$ cat config.mk
export PLATFORM = sky130hd
export DESIGN_NAME = sfr_page_stack_control
export DESIGN_NICKNAME = d
export VERILOG_FILES = /design/src/design/page_stack_pkg.sv /design/src/design/sfr_access_if.sv /design/src/design/sfr_addr_decode.sv /design/src/design/sfr_page_stack_control.sv
export SDC_FILE = /design/constraint.sdc
export NUM_CORES = 1
export LEC_CHECK = 0
export ABC_AREA = 1
export BUFFER_PORTS_ARGS = -buffer_cell sky130_fd_sc_hd__buf_2
export CAP_MARGIN = 15
export CORE_MARGIN = 10
export CORE_UTILIZATION = 54
export DETAILED_ROUTE_END_ITERATION = 8
export GPL_TIMING_DRIVEN = 1
export PLACE_DENSITY = 0.8
export SLEW_MARGIN = 20
export SYNTH_ARGS = -nofsm -noshare
export SYNTH_HDL_FRONTEND = slang
export SYNTH_SLANG_ARGS = --single-unit
$ cat constraint.sdc
create_clock -name clk -period 2.66 [get_ports clk]
set_input_delay 0.133 -clock clk [delete_from_list [all_inputs] [get_ports clk]]
set_output_delay 0.133 -clock clk [all_outputs]
set_load 0.005 [all_outputs]
$ cat src/design/page_stack_pkg.sv
package page_stack_pkg;

    // ------------------------------------------------------------
    // Address space
    // ------------------------------------------------------------
    localparam logic [7:0] SFR_SPACE_LO      = 8'h80;
    localparam logic [7:0] SFR_SPACE_HI      = 8'hFF;
    localparam logic [2:0] BIT_ADDR_LOW_MASK = 3'h0;

    // ------------------------------------------------------------
    // Pages
    // ------------------------------------------------------------
    localparam logic [7:0] PAGE_MAIN   = 8'h00;
    localparam logic [7:0] PAGE_BUSCTL = 8'h0C;
    localparam logic [7:0] PAGE_CONFIG = 8'h0F;

    // ------------------------------------------------------------
    // Register offsets
    // ------------------------------------------------------------
    localparam logic [7:0] PAGE_CONTROL_ADDR      = 8'h84;
    localparam logic [7:0] PAGE_STACK_SECOND_ADDR = 8'h85;
    localparam logic [7:0] PAGE_SELECT_ADDR       = 8'hA7;
    localparam logic [7:0] PAGE_STACK_BOTTOM_ADDR = 8'hA6;

    // ------------------------------------------------------------
    // Fields and reset values
    // ------------------------------------------------------------
    localparam int         AUTO_PAGE_ENABLE_BIT   = 0;
    localparam logic       AUTO_PAGE_ENABLE_RESET = 1'b1;
    localparam logic [7:0] PAGE_RESET             = 8'h00;
    localparam logic [7:0] EMPTY_PAGE             = 8'h00;

    // Stack movement kinds
    typedef enum logic [1:0] {
        MOVE_NONE = 2'b00,
        MOVE_PUSH = 2'b01,
        MOVE_POP  = 2'b10
    } move_type;

endpackage : page_stack_pkg

$ cat src/design/sfr_access_if.sv
interface sfr_access_if;
    logic [7:0] addr;
    logic       direct;
    logic [7:0] page;
    logic       sfr_space;
    logic       bit_ok;
    logic       all_pages;
    logic       own_hit;
    logic       sel_ctrl;
    logic       sel_page;
    logic       sel_second;
    logic       sel_bottom;

    modport decoder (
        input  addr,
        input  direct,
        input  page,
        output sfr_space,
        output bit_ok,
        output all_pages,
        output own_hit,
        output sel_ctrl,
        output sel_page,
        output sel_second,
        output sel_bottom
    );

    modport core (
        output addr,
        output direct,
        output page,
        input  sfr_space,
        input  bit_ok,
        input  all_pages,
        input  own_hit,
        input  sel_ctrl,
        input  sel_page,
        input  sel_second,
        input  sel_bottom
    );
endinterface : sfr_access_if

$ cat src/design/sfr_addr_decode.sv
module sfr_addr_decode (
    sfr_access_if.decoder acc
);
    import page_stack_pkg::*;

    // ------------------------------------------------------------
    // Decode
    // ------------------------------------------------------------
    logic in_space;

    assign in_space = acc.direct && (acc.addr >= SFR_SPACE_LO);
    assign acc.sfr_space = in_space;

    assign acc.bit_ok = in_space && (acc.addr[2:0] == BIT_ADDR_LOW_MASK);

    assign acc.sel_page   = in_space && (acc.addr == PAGE_SELECT_ADDR);
    assign acc.sel_second = in_space && (acc.addr == PAGE_STACK_SECOND_ADDR);
    assign acc.sel_bottom = in_space && (acc.addr == PAGE_STACK_BOTTOM_ADDR);
    assign acc.all_pages  = acc.sel_page || acc.sel_second || acc.sel_bottom;

    assign acc.sel_ctrl = in_space && (acc.addr == PAGE_CONTROL_ADDR)
                          && (acc.page == PAGE_CONFIG);

    assign acc.own_hit = acc.all_pages || acc.sel_ctrl;
endmodule : sfr_addr_decode

$ cat src/design/sfr_page_stack_control.sv
// Contract
// - Direct 0x80-0xFF goes to register space
// - Rows ending 0 or 8 bit-addressable
// - Pages 0x00, 0x0C, 0x0F implemented
// - Three-entry page stack
// - Interrupt entry pushes stack
// - Load source page, bus unit 0x0C
// - Return pops stack
// - Empty bottom pops as 0x00
// - Software writes never push or pop
// - Lower entries writable inside handler
// - Page write changes active page now
// - All-page registers ignore page
// - Nested push overwrites bottom
// - Enable clear freezes auto paging
// - Enable resets to one
// - Control bits 7:1 read zero
// - Control at 0x84 page 0x0F
// - Page select readable, writable everywhere
// - Second entry at 0x85, resets zero
module sfr_page_stack_control (
    // Clock and reset
    input  wire logic       clk,
    input  wire logic       rst_n,
    // Core register access
    input  wire logic [7:0] addr,
    input  wire logic       direct,
    input  wire logic       wr,
    input  wire logic       rd,
    input  wire logic       bit_access,
    input  wire logic [7:0] wdata,
    output logic      [7:0] rdata,
    output logic            rdata_valid,
    // Decode results
    output logic            sfr_space,
    output logic            bit_ok,
    output logic            own_hit,
    output logic      [7:0] page,
    output logic            page_known,
    // Interrupt sequencer
    input  wire logic       irq_enter,
    input  wire logic       irq_from_bus_unit,
    input  wire logic       irq_return
);
    import page_stack_pkg::*;

    // ------------------------------------------------------------
    // State
    // ------------------------------------------------------------
    logic [7:0] page_select_q;
    logic [7:0] page_stack_second_q;
    logic [7:0] page_stack_bottom_q;
    logic       bottom_full_q;
    logic       auto_page_enable_q;
    move_type   move;
    logic [7:0] src_page;
    logic       wr_ok;

    sfr_access_if acc ();

    assign acc.addr   = addr;
    assign acc.direct = direct;
    assign acc.page   = page_select_q;

    sfr_addr_decode u_decode (
        .acc (acc)
    );

    assign sfr_space = acc.sfr_space;
    assign bit_ok    = acc.bit_ok;
    assign own_hit   = acc.own_hit;
    assign page      = page_select_q;

    assign page_known = (page_select_q == PAGE_MAIN)
                        || (page_select_q == PAGE_BUSCTL)
                        || (page_select_q == PAGE_CONFIG);

    // Byte writes anywhere; bit writes go only to bit rows
    assign wr_ok = wr && (!bit_access || acc.bit_ok);

    // ------------------------------------------------------------
    // Stack movement
    // ------------------------------------------------------------
    // enable gates movement
    always_comb begin
        move = MOVE_NONE;
        if (auto_page_enable_q && irq_enter) begin
            move = MOVE_PUSH;
        end else if (auto_page_enable_q && irq_return) begin
            move = MOVE_POP;
        end
    end

    assign src_page = irq_from_bus_unit ? PAGE_BUSCTL : PAGE_MAIN;

    // ------------------------------------------------------------
    // Stack registers
    // ------------------------------------------------------------
    // top entry
    always_ff @(posedge clk or negedge rst_n) begin
        if (!rst_n) begin
            page_select_q <= PAGE_RESET;
        end else begin
            unique case (move)
                MOVE_PUSH: page_select_q <= src_page;
                MOVE_POP:  page_select_q <= page_stack_second_q;
                default: begin
                    if (wr_ok && acc.sel_page) begin
                        page_select_q <= wdata;
                    end
                end
            endcase
        end
    end

    always_ff @(posedge clk or negedge rst_n) begin
        if (!rst_n) begin
            page_stack_second_q <= PAGE_RESET;
        end else begin
            unique case (move)
                MOVE_PUSH: page_stack_second_q <= page_select_q;
                MOVE_POP:  page_stack_second_q <= page_stack_bottom_q;
                default: begin
                    if (wr_ok && acc.sel_second) begin
                        page_stack_second_q <= wdata;
                    end
                end
            endcase
        end
    end

    always_ff @(posedge clk or negedge rst_n) begin
        if (!rst_n) begin
            page_stack_bottom_q <= PAGE_RESET;
            bottom_full_q       <= 1'b0;
        end else begin
            unique case (move)
                MOVE_PUSH: begin
                    page_stack_bottom_q <= page_stack_second_q;
                    bottom_full_q       <= 1'b1;
                end
                MOVE_POP: begin
                    page_stack_bottom_q <= EMPTY_PAGE;
                    bottom_full_q       <= 1'b0;
                end
                default: begin
                    if (wr_ok && acc.sel_bottom) begin
                        page_stack_bottom_q <= wdata;
                        bottom_full_q       <= 1'b1;
                    end
                end
            endcase
        end
    end

    // ------------------------------------------------------------
    // Control register
    // ------------------------------------------------------------
    // enable resets set
    always_ff @(posedge clk or negedge rst_n) begin
        if (!rst_n) begin
            auto_page_enable_q <= AUTO_PAGE_ENABLE_RESET;
        end else if (wr_ok && acc.sel_ctrl) begin
            auto_page_enable_q <= wdata[AUTO_PAGE_ENABLE_BIT];
        end
    end

    // ------------------------------------------------------------
    // Read path
    // ------------------------------------------------------------
    // readback registered
    always_ff @(posedge clk or negedge rst_n) begin
        if (!rst_n) begin
            rdata       <= 8'h00;
            rdata_valid <= 1'b0;
        end else begin
            rdata_valid <= rd && acc.own_hit;
            if (rd && acc.sel_page) begin
                rdata <= page_select_q;
            end else if (rd && acc.sel_second) begin
                rdata <= page_stack_second_q;
            end else if (rd && acc.sel_bottom) begin
                rdata <= page_stack_bottom_q;
            end else if (rd && acc.sel_ctrl) begin
                rdata <= {7'h00, auto_page_enable_q};
            end else begin
                rdata <= 8'h00;
            end
        end
    end

    // ------------------------------------------------------------
    // Checks
    // ------------------------------------------------------------
    push_page_a: assert property (@(posedge clk) disable iff (!rst_n)
        auto_page_enable_q && irq_enter |=> page_select_q ==
            ($past(irq_from_bus_unit) ? PAGE_BUSCTL : PAGE_MAIN))
        else $error("page not loaded on entry");

    push_shift_a: assert property (@(posedge clk) disable iff (!rst_n)
        auto_page_enable_q && irq_enter |=>
            page_stack_second_q == $past(page_select_q)
            && page_stack_bottom_q == $past(page_stack_second_q))
        else $error("push did not shift stack");

    pop_shift_a: assert property (@(posedge clk) disable iff (!rst_n)
        auto_page_enable_q && !irq_enter && irq_return |=>
            page_select_q == $past(page_stack_second_q)
            && page_stack_second_q == $past(page_stack_bottom_q))
        else $error("pop did not restore");

    pop_empty_a: assert property (@(posedge clk) disable iff (!rst_n)
        auto_page_enable_q && !irq_enter && irq_return
        && !bottom_full_q |=> page_stack_second_q == EMPTY_PAGE)
        else $error("empty pop not zero");

    frozen_stack_a: assert property (@(posedge clk) disable iff (!rst_n)
        !auto_page_enable_q && !wr |=> $stable(page_select_q)
            && $stable(page_stack_second_q))
        else $error("stack moved while disabled");

    page_write_a: assert property (@(posedge clk) disable iff (!rst_n)
        move == MOVE_NONE && wr && !bit_access && acc.sel_page |=>
            page_select_q == $past(wdata)
            && $stable(page_stack_second_q))
        else $error("page write wrong");

    ctrl_read_a: assert property (@(posedge clk) disable iff (!rst_n)
        rd && acc.sel_ctrl |=> rdata[7:1] == 7'h00
            && rdata[0] == $past(auto_page_enable_q))
        else $error("control readback wrong");

    ctrl_decode_a: assert property (@(posedge clk) disable iff (!rst_n)
        acc.sel_ctrl |-> page_select_q == PAGE_CONFIG
            && addr == PAGE_CONTROL_ADDR)
        else $error("control decoded off page");

    space_decode_a: assert property (@(posedge clk) disable iff (!rst_n)
        sfr_space == (direct && addr[7]))
        else $error("register space decode wrong");

    bit_row_a: assert property (@(posedge clk) disable iff (!rst_n)
        bit_ok == (direct && addr[7] && addr[2:0] == BIT_ADDR_LOW_MASK))
        else $error("bit row decode wrong");

    all_page_a: assert property (@(posedge clk) disable iff (!rst_n)
        direct && (addr == PAGE_SELECT_ADDR
            || addr == PAGE_STACK_SECOND_ADDR
            || addr == PAGE_STACK_BOTTOM_ADDR) |-> own_hit)
        else $error("all-page register missed");

    second_write_a: assert property (@(posedge clk) disable iff (!rst_n)
        move == MOVE_NONE && wr && !bit_access && acc.sel_second |=>
            page_stack_second_q == $past(wdata)
            && $stable(page_select_q))
        else $error("second entry write wrong");

    bottom_write_a: assert property (@(posedge clk) disable iff (!rst_n)
        move == MOVE_NONE && wr && !bit_access && acc.sel_bottom |=>
            page_stack_bottom_q == $past(wdata)
            && $stable(page_select_q)
            && $stable(page_stack_second_q))
        else $error("bottom entry write wrong");

    pop_clear_a: assert property (@(posedge clk) disable iff (!rst_n)
        move == MOVE_POP |=> page_stack_bottom_q == EMPTY_PAGE)
        else $error("bottom not emptied by pop");

    irq_frozen_a: assert property (@(posedge clk) disable iff (!rst_n)
        !auto_page_enable_q && (irq_enter || irq_return) && !wr |=>
            $stable(page_select_q) && $stable(page_stack_second_q)
            && $stable(page_stack_bottom_q))
        else $error("interrupt moved disabled stack");

    ctrl_write_a: assert property (@(posedge clk) disable iff (!rst_n)
        wr_ok && acc.sel_ctrl |=>
            auto_page_enable_q == $past(wdata[AUTO_PAGE_ENABLE_BIT]))
        else $error("enable bit write wrong");

    page_read_a: assert property (@(posedge clk) disable iff (!rst_n)
        rd && acc.sel_page |=> rdata_valid
            && rdata == $past(page_select_q))
        else $error("page readback wrong");

    idle_read_a: assert property (@(posedge clk) disable iff (!rst_n)
        !(rd && own_hit) |=> !rdata_valid && rdata == 8'h00)
        else $error("stray read data");

endmodule : sfr_page_stack_control

# Yosys cells after proc, flatten, opt, wreduce, memory -nomap -nowiden
# Cells that the tools add are included.
[op_classes] muxes=13 reduce_logical=31 magnitude_cmp=1 eq_ne=8
[op_table] op="$mux W8" n=6
[op_table] op="$pmux W8 S2" n=3
[op_table] op="$eq A8 B8 Y1 const B" n=4
[op_table] op="$logic_and A1 B1 Y1" n=19
[op_table] op="$eq A8 B4 Y1 const B" n=2
[op_table] op="$reduce_bool A3 Y1" n=3
[op_table] op="$ge A8 B8 Y1 const B" n=1
[op_table] op="$logic_not A8 Y1" n=1
[op_table] op="$logic_or A1 B1 Y1" n=6
[op_table] op="$mux W2" n=2
[op_table] op="$mux W4" n=1
[op_table] op="$logic_not A3 Y1" n=1
[op_table] op="$eq A2 B1 Y1 const B" n=1
[op_table] op="$eq A2 B2 Y1 const B" n=1
[op_table] op="$logic_not A1 Y1" n=1
[op_table] op="$mux W1" n=1
[word_totals] input_bits=25 word_cells=59 out_inout_bits=21 ff_bits=34

# Depth between registers and ports, before layout
# Gate-level depths: netlist of the first run.
[depth] depth_word=9 mapped_depth=10 ltp_nobuf=9

# Cells and area by module
# From an unflattened synthesis of the first run, not the netlist that was laid out.
[hier_totals] hier_cells=305 hier_area_um2=2119.5
[by_module_without_submodules] mod="sfr_page_stack_control" n_inst=1 seq_area_each_um2=852.1 cells_each=258 area_each_um2=1866.8
[by_module_without_submodules] mod="sfr_addr_decode" n_inst=1 seq_area_each_um2=0.0 cells_each=47 area_each_um2=252.7

# Worst setup path after synthesis of the first run
# No wires, ideal clock.
[synth_timing] path_type="register to register" start="reg auto_page_enable_q" end="reg page_stack_second_q[6]" arrival_ps=1327 path_buffers=1 setup_time_ps=119 synth_period_minus_slack_ps=1446 required_ps=2541 path_stages_with_launch=7 slack_ps=1214 cell_sequence="dfstp_2 nand2_2 nand2_1 clkbuf_1 o221ai_1 nand2_2 o21ai_2"
[synth_between] elab_chain_cells=5 word_cells_on_any_way=8 classes_between="2 x eq/ne; 3 x mux; 3 x reduce/logical"
[synth_rtl] item="from (decl)" line="sfr_page_stack_control.sv:54" source="logic auto_page_enable_q;"
[synth_rtl] item="from (signal assigned)" line="sfr_page_stack_control.sv:164" source="auto_page_enable_q <= wdata[AUTO_PAGE_ENABLE_BIT];"
[synth_rtl] item="$logic_and A1 B1 Y1" line="sfr_page_stack_control.sv:89" source="end else if (auto_page_enable_q && irq_return) begin"
[synth_rtl] item="$mux W2" line="sfr_page_stack_control.sv:89"
[synth_rtl] item="$mux W2 (*)" line="sfr_page_stack_control.sv:87" source="if (auto_page_enable_q && irq_enter) begin"
[synth_rtl] item="$eq A2 B2 Y1 / $eq A2 B1 Y1 (equally long branches)" line="sfr_page_stack_control.sv:120" source="unique case (move)"
[synth_rtl] item="$pmux W8 S2 / $reduce_bool A3 Y1 (equally long branches)"
[synth_rtl] item="to (signal assigned)" line="sfr_page_stack_control.sv:121" source="MOVE_PUSH: page_stack_second_q <= page_select_q;"
[synth_rtl] item="to (signal assigned)" line="sfr_page_stack_control.sv:122" source="MOVE_POP: page_stack_second_q <= page_stack_bottom_q;"
[synth_rtl] item="to (signal assigned)" line="sfr_page_stack_control.sv:125" source="page_stack_second_q <= wdata;"
[synth_rtl] item="to (decl)" line="sfr_page_stack_control.sv:51" source="logic [7:0] page_stack_second_q;"
# Mark *: on every way between the ends. The rest lies on a longest branch, timed or not.
# A chain may end at the register's enable or synchronous reset.

# Worst setup path in the final report of the first run
[layout_timing] start="reg auto_page_enable_q" end="reg page_select_q[2] (netlist: page[2])"
[layout_between] elab_chain_cells=5 word_cells_on_any_way=8 classes_between="2 x eq/ne; 3 x mux; 3 x reduce/logical"
[layout_rtl] item="$logic_and A1 B1 Y1" line="sfr_page_stack_control.sv:89"
[layout_rtl] item="$mux W2" line="sfr_page_stack_control.sv:89"
[layout_rtl] item="$mux W2 (*)" line="sfr_page_stack_control.sv:87"
[layout_rtl] item="$eq A2 B2 Y1 / $eq A2 B1 Y1 (equally long branches)" line="sfr_page_stack_control.sv:104" source="unique case (move)"
[layout_rtl] item="$pmux W8 S2 / $reduce_bool A3 Y1 (equally long branches)"
[layout_rtl] item="to (signal assigned)" line="sfr_page_stack_control.sv:105" source="MOVE_PUSH: page_select_q <= src_page;"
[layout_rtl] item="to (signal assigned)" line="sfr_page_stack_control.sv:106" source="MOVE_POP: page_select_q <= page_stack_second_q;"
[layout_rtl] item="to (signal assigned)" line="sfr_page_stack_control.sv:109" source="page_select_q <= wdata;"
[layout_rtl] item="to (decl)" line="sfr_page_stack_control.sv:50" source="logic [7:0] page_select_q;"
# Marked as above.

==> results.md, run 1 <==
| Parameter | Value |
| --- | --- |
| Status | finished, final reports clean |
| Switching part of the total power | 0.250 |
| Ys async rst share | 1.00 |
| Clock H-tree levels | 2 |
| WP data arrival | 2.12 ns |
| Count of final max-slew check failures | 0 |
| Post-route ant nets | 0 |
| Portion of the post-synthesis area used by sequential elements | 0.423 |
| Diodes inserted | 0 |
| Post-synth design cell area | 2020 µm² |
| Vias in the first global route | 1842 |
| CTS sink count | 34 |
| Part of the power in the clock network | 0.398 |
| Startpoint-to-endpoint class of the critical path | register to register |
| Number of ports placed on the die boundary | 46 |
| EDFF count, synth | 0 |
| Worst-skew pair later-pin latency | 0.29 ns |
| Transition time at the pin with the least slew margin | 0.754 ns |
| Post-CTS sizing | 0 |
| Count of fill cells added during filler insertion | 345 |
| Met1 Routed Length | 2160 µm |
| Unrepaired setup endpoints after global routing | false |
| Critical Path End Type | register |
| Placed instance area | 2240 µm² |
| Top-area cell type share of the netlist area | 0.410 |
| Top layer in use | met4 |
| Detailed placement HPWL | 3830 µm |
| Count of different cell masters after synthesis | 27 |
| Final min period | 1.94 ns |
| Residual overflow from global routing | 0 |
| Final cell area excluding filler cells | 2350 µm² |
| TritonCTS clock tree | yes |
| Number of antenna violations at the first check in global routing | 0 |
| Critical-path maximum fanout | 18 |
| Power density cells | 432 nW/µm² |
| Setup slack of the most critical reg-to-reg path | 0.72 ns |
| Sw Pwr | 0.253 mW |
| DR WL/cell | 13.8 µm |
| Die Y | 81.1 µm |
| Maxcap violations | 0 |
| Site row count | 22 |
| VDD IR-drop max | 286 µV |
| Met2 wire length | 2260 µm |
| Internal power | 0.761 mW |
| Count of TritonRoute iterations in the first routing pass | 4 |
| Most common library cells after synthesis | nand2_1 (64), inv_1 (43), o21ai_0 (36) |
| Kind of start point of the critical path | register |
| Syn Nets | 290 |
| Worst endpoint required time | 2.84 ns |
| Sum Neg Setup Slack | 0 ns |
| Final core area utilization | 0.646 |
| DR vias/cell | 5.34 |
| Layout Skew | 0.00815 ns |
| Flip-flop cell with the highest count after synthesis | dfrtp_1 |
| Floorplan core area | 3630 µm² |
| Type of the tightest min-delay check | primary input to register |
| Synth-to-Final Area Change | 16.4% |
| Maximum number of pins on one net before global-route repair | 35 |
| Clock Root Buffer | clkbuf_8 |
| Average size of a mapped cell | 7.61 µm² |
| Starting utilization of the core area | 0.555 |
| Count of unresolved DRC violations after routing | 0 |
| Leakage dissipation | 1.31 nW |
| Sequential cell fraction of total power | 0.519 |
| Vias after detailed routing | 1911 |
| Logic gate share of total power | 0.083 |
| TritonCTS Buffers | 5 |
| All-Layer GR Usage | 0.160 |
| Final hold violation count | 0 |
| Maximum clock path buffer count | 2 |
| Top area cells in the synthesized netlist | dfrtp_1 (41%), nand2_1 (12%), o21ai_0 (8.9%), inv_1 (8.0%), nand4_1 (5.3%) |
| First-pass GRT wire length | 8440 µm |
| Number of buffers added on ports | 45 |
| Post-cts hold buffer count | 1 |
| Total wire length | 4960 µm |
| Area of the die | 6580 µm² |
| Final Setup Violations | 0 |
| Number of synthesized register bits | 34 |
| Global placer's final weighted congestion | 0.868 |
| Yosys Warn Count | 0 |
| Share of the clock period used by the worst path | 0.730 |
| Met3 Routed Length | 491 µm |
| Max transition margin | 0.497 |
| Reg clk slew, reported paths | 0.07 ns |
| Number of instances in the synthesized netlist | 265 |
| Post-synthesis cell type with the largest combined area | dfrtp_1 |
| Net count of the finished layout | 334 |
| Max frequency | 515 MHz |
| Most instantiated library cell after synthesis | nand2_1 |
| Initial drt markers | 130 |
| Share of post-route cells with drive strength above 1 | 0.239 |
| Number of buffers added for setup after CTS | 0 |
| Final Hold Slack | 0.117 ns |
| Width of the die | 81.1 µm |
[flip-flops by register name (all words and copies together) (netlist names)]
register	count
page	8
rdata_valid	1
page_stack_second_q	8
auto_page_enable_q	1
rdata	8
page_stack_bottom_q	8
[stage by stage]
step | power [mW] | std cells | setup slack (ns)
6_report | 1.01 | 358 | 0.717
5_1_grt | 1.05 | 358 | 0.542
4_1_cts | 1.02 | 358 | 0.745
3_5_place_dp | 0.619 | 349 | 0.785
3_3_place_gp | 0.619 | 349 | 0.851
2_1_floorplan | 0.579 | 265 | 1.21
[metal layers]
metal | vias to the layer above | GRT usage
li1 | 955 | -
met1 | 876 | 0.211
met2 | 73 | 0.248
met3 | 7 | 0.0519
met4 | 0 | 0.0433
met5 | - | 0
[logic make-up after synthesis]
kind of cell | count (synthesis) | synth area share
AND/OR/NAND/NOR | 123 | 0.290
buffers and inverters | 54 | 0.114
AO/OA/AOI/OAI | 54 | 0.174
flip-flops | 34 | 0.423
[critical path: stages, from the launching register on]
cell and delay, ns:
dfstp_2 0.39, nand2_2 0.25, inv_1 0.11, nor2_2 0.53
nand2_1 0.19, o211ai_1 0.15, nand2_1 0.08, o21ai_0 0.13
[area by class of cell]
class                      count  area, µm²  area share
inverter                      45        169      0.0720
clock buffer                   6       82.6      0.0352
tap                           48       60.1      0.0256
clock inverter                 2       12.5     0.00533
timing repair buffer          46        235       0.100
sequential                    34        852       0.363
multi-input combinational    177        935       0.398
[power groups by stage]
stage	Clock, mW	Combinational (mW)	Sequential [mW]
after CTS	0.405	0.0845	0.527
after detailed placement	0	0.0830	0.536
after global placement	0	0.0823	0.536
after floorplan	0	0.0429	0.536
after global routing	0.431	0.0956	0.527
final	0.403	0.0839	0.527
[final timing paths]
check                                                     from                        endpoint  cells past startpoint
worst min-delay path                                  wdata[0]  auto_page_enable_q$_DFFE_PN1P_                      3
worst max-delay path            auto_page_enable_q$_DFFE_PN1P_             page[2]$_DFFE_PN0P_                      7
worst max register to register  auto_page_enable_q$_DFFE_PN1P_             page[2]$_DFFE_PN0P_                      7
worst min register to register  auto_page_enable_q$_DFFE_PN1P_  auto_page_enable_q$_DFFE_PN1P_                      2
min in group asynchronous                                rst_n              rdata[3]$_DFF_PN0_                      2
max in group asynchronous                                rst_n             page[0]$_DFFE_PN0P_                      2
[cells in the final DEF, fill, tap and decap left out, types with 2 or more instances in the layout]
cell type   n
buf_2      45
clkbuf_8    6
dfrtp_1    33
inv_1      43
inv_2       2
nand2_1    64
nand2_2     6
nand3_1    12
nand4_1    17
nor2_1     15
nor2_2      2
nor3_1      2
o211ai_1    2
o21ai_0    36
o21ai_2     2
o21ai_4     3
o221ai_1    8
No activity file was read; power rests on OpenSTA's default activity.
==> inputs of run 2 (changes only) <==
clock period = 1.96 ns   (was 2.66 ns; I/O delays follow)
==> results.md, run 2 (synthesis results as in run 1) <==
| Parameter | Value | Delta |
| --- | --- | --- |
| Status | finished, final reports clean |  |
| Clock Root Buffer | clkbuf_8 |  |
| Layout Skew | 0.00457 ns | -0.00358 ns |
| Worst Hold Path Cells | 3 | unchanged |
| Maxcap violations | 0 | unchanged |
| Number of ports placed on the die boundary | 46 | unchanged |
| Total wire length | 5020 µm | +1.2% |
| DR WL/cell | 14.0 µm | +0.95% |
| Critical Path End Type | register |  |
| Die Y | 81.1 µm | unchanged |
| Leakage dissipation | 1.32 nW | +0.40% |
| Worst endpoint required time | 2.11 ns | -0.73 ns |
| Part of the power in the clock network | 0.392 | -0.006 |
| Final Hold Slack | 0.0843 ns | -0.0324 ns |
| Final min period | 1.77 ns | -0.169 ns |
| Vias after detailed routing | 1928 | +0.89% |
| TritonCTS Buffers | 5 | unchanged |
| Maximum clock path buffer count | 2 | unchanged |
| Most common library cell in the layout ignoring fill and taps | nand2_1 |  |
| Detailed placement HPWL | 3820 µm | -0.20% |
| All-Layer GR Usage | 0.160 | -0.000265 |
| R2r worst-path depth | 6 | -1 |
| Unrepaired setup endpoints after global routing | false |  |
| Final Setup Violations | 0 | unchanged |
| First-pass GRT wire length | 8400 µm | -0.40% |
| Global placer's final weighted congestion | 0.840 | -3.1% |
| Switching part of the total power | 0.241 | -0.00823 |
| Share of the clock period used by the worst path | 0.905 | +0.175 |
| Final core area utilization | 0.647 | +0.00103 |
| Post-CTS sizing | 0 | unchanged |
| Placed instance area | 2250 µm² | +0.34% |
| Power density cells | 580 nW/µm² | +34% |
| Floorplan core area | 3630 µm² | unchanged |
| Sequential cell fraction of total power | 0.525 | +0.006 |
| WP data arrival | 1.93 ns | -0.19 ns |
| Kind of start point of the critical path | register |  |
| Width of the die | 81.1 µm | unchanged |
| Area of the die | 6580 µm² | unchanged |
| Transition time at the pin with the least slew margin | 0.756 ns | +0.00204 ns |
| Type of the tightest min-delay check | primary input to register |  |
| Final setup slack of the worst path | 0.186 ns | -0.531 ns |
| Internal power | 1.03 mW | +36% |
| VDD IR-drop max | 429 µV | +50% |
| Vias in the first global route | 1749 | -5.0% |
| Number of buffers added for setup after CTS | 0 | unchanged |
| Worst-skew pair later-pin latency | 0.29 ns | about the same |
| Maximum number of pins on one net before global-route repair | 35 | unchanged |
| Number of antenna violations at the first check in global routing | 0 | unchanged |
| Pre-CTS setup slack | 0.208 ns | -0.577 ns |
| Share of post-route cells with drive strength above 1 | 0.238 | -0.000768 |
| Post-cts hold buffer count | 1 | unchanged |
| Count of TritonRoute iterations in the first routing pass | 5 | +1 |
| Final hold violation count | 0 | unchanged |
| Top library cells by usage in the layout, fill and taps aside | nand2_1 (64), buf_2 (45), inv_1 (43), o21ai_0 (36), dfrtp_1 (33) |  |
| Initial drt markers | 200 | +54% |
| Residual overflow from global routing | 0 | unchanged |
| Post-route ant nets | 0 | unchanged |
| Logic gate share of total power | 0.084 | about the same |
| Reg clk slew, reported paths | 0.07 ns | about the same |
| Max transition margin | 0.496 | -0.00136 |
| Count of final max-slew check failures | 0 | unchanged |
| Sw Pwr | 0.329 mW | +30% |
| Sum Neg Setup Slack | 0 ns | unchanged |
| Clock H-tree levels | 2 | unchanged |
| TritonCTS clock tree | yes |  |
| Max frequency | 564 MHz | +9.5% |
| Critical-path maximum fanout | 16 | -2 |
| Net count of the finished layout | 335 | +0.30% |
| Synth-to-Final Area Change | 16.6% |  |
| CTS sink count | 34 | unchanged |
| Count of unresolved DRC violations after routing | 0 | unchanged |
| Starting utilization of the core area | 0.555 | unchanged |
| Startpoint-to-endpoint class of the critical path | register to register |  |
| Diodes inserted | 0 | unchanged |
| DR vias/cell | 5.37 | +0.61% |
| Final cell area excluding filler cells | 2350 µm² | +0.16% |
| Number of buffers added on ports | 45 | unchanged |
| Site row count | 22 | unchanged |
[run 2: cell types whose count changed in the layout (fill, tap and decap cells not counted)]
cell,delta
clkinvlp_4,-1
clkbuf_1,+1
buf_4,+1
[run 2: layout make-up]
cell class | instances | area (µm²)
inverter | 45 | 169
clock inverter | 1 | 5.00
fill | 321 | 1280
sequential | 34 | 852
tap | 48 | 60.1
clock buffer | 7 | 86.3
multi-input combinational | 177 | 935
timing repair buffer | 47 | 243
[run 2: final timing paths]
| kind | from | endpoint | slack (ns) |
|---|---|---|---|
| worst max-delay path | auto_page_enable_q$_DFFE_PN1P_ | page_stack_bottom_q[1]$_DFFE_PN0P_ | 0.19 |
| worst min-delay path | wdata[0] | auto_page_enable_q$_DFFE_PN1P_ | 0.08 |
| worst max register to register | auto_page_enable_q$_DFFE_PN1P_ | page_stack_bottom_q[1]$_DFFE_PN0P_ | 0.19 |
| worst min register to register | page[0]$_DFFE_PN0P_ | rdata[0]$_DFF_PN0_ | 0.53 |
| max in group asynchronous | rst_n | page_stack_second_q[7]$_DFFE_PN0P_ | 1.06 |
| min in group asynchronous | rst_n | rdata_valid$_DFF_PN0_ | 0.41 |
[run 2: critical path, cell delays in order (launching register included)]
cell	delay [ns]
dfstp_2	0.39
nand2_2	0.14
inv_1	0.08
nor2_2	0.54
o21ai_4	0.26
nand2_1	0.13
o21ai_0	0.10
[run 2: power by group through the flow]
stage                     registers (mW)  clock network, mW  logic [mW]
after floorplan                    0.727                  0      0.0583
after global placement             0.728                  0       0.113
after detailed placement           0.728                  0       0.113
after CTS                          0.714              0.543       0.115
after global routing               0.715              0.576       0.130
final                              0.715              0.534       0.114
[run 2: metrics by stage]
stage / total power, mW / cells
after floorplan: 0.785 / 265
after global placement: 0.841 / 350
after detailed placement: 0.841 / 350
after CTS: 1.37 / 359
after global routing: 1.42 / 359
final: 1.36 / 359
[run 2: metal layers]
metal	part of all wire	up-vias	GRT usage	wire [µm]
met2	0.44	83	0.237	2210
met3	0.10	8	0.0486	520
met5	0	-	0	0
met1	0.44	877	0.216	2220
li1	-	960	-	-
met4	0.013	0	0.0571	67
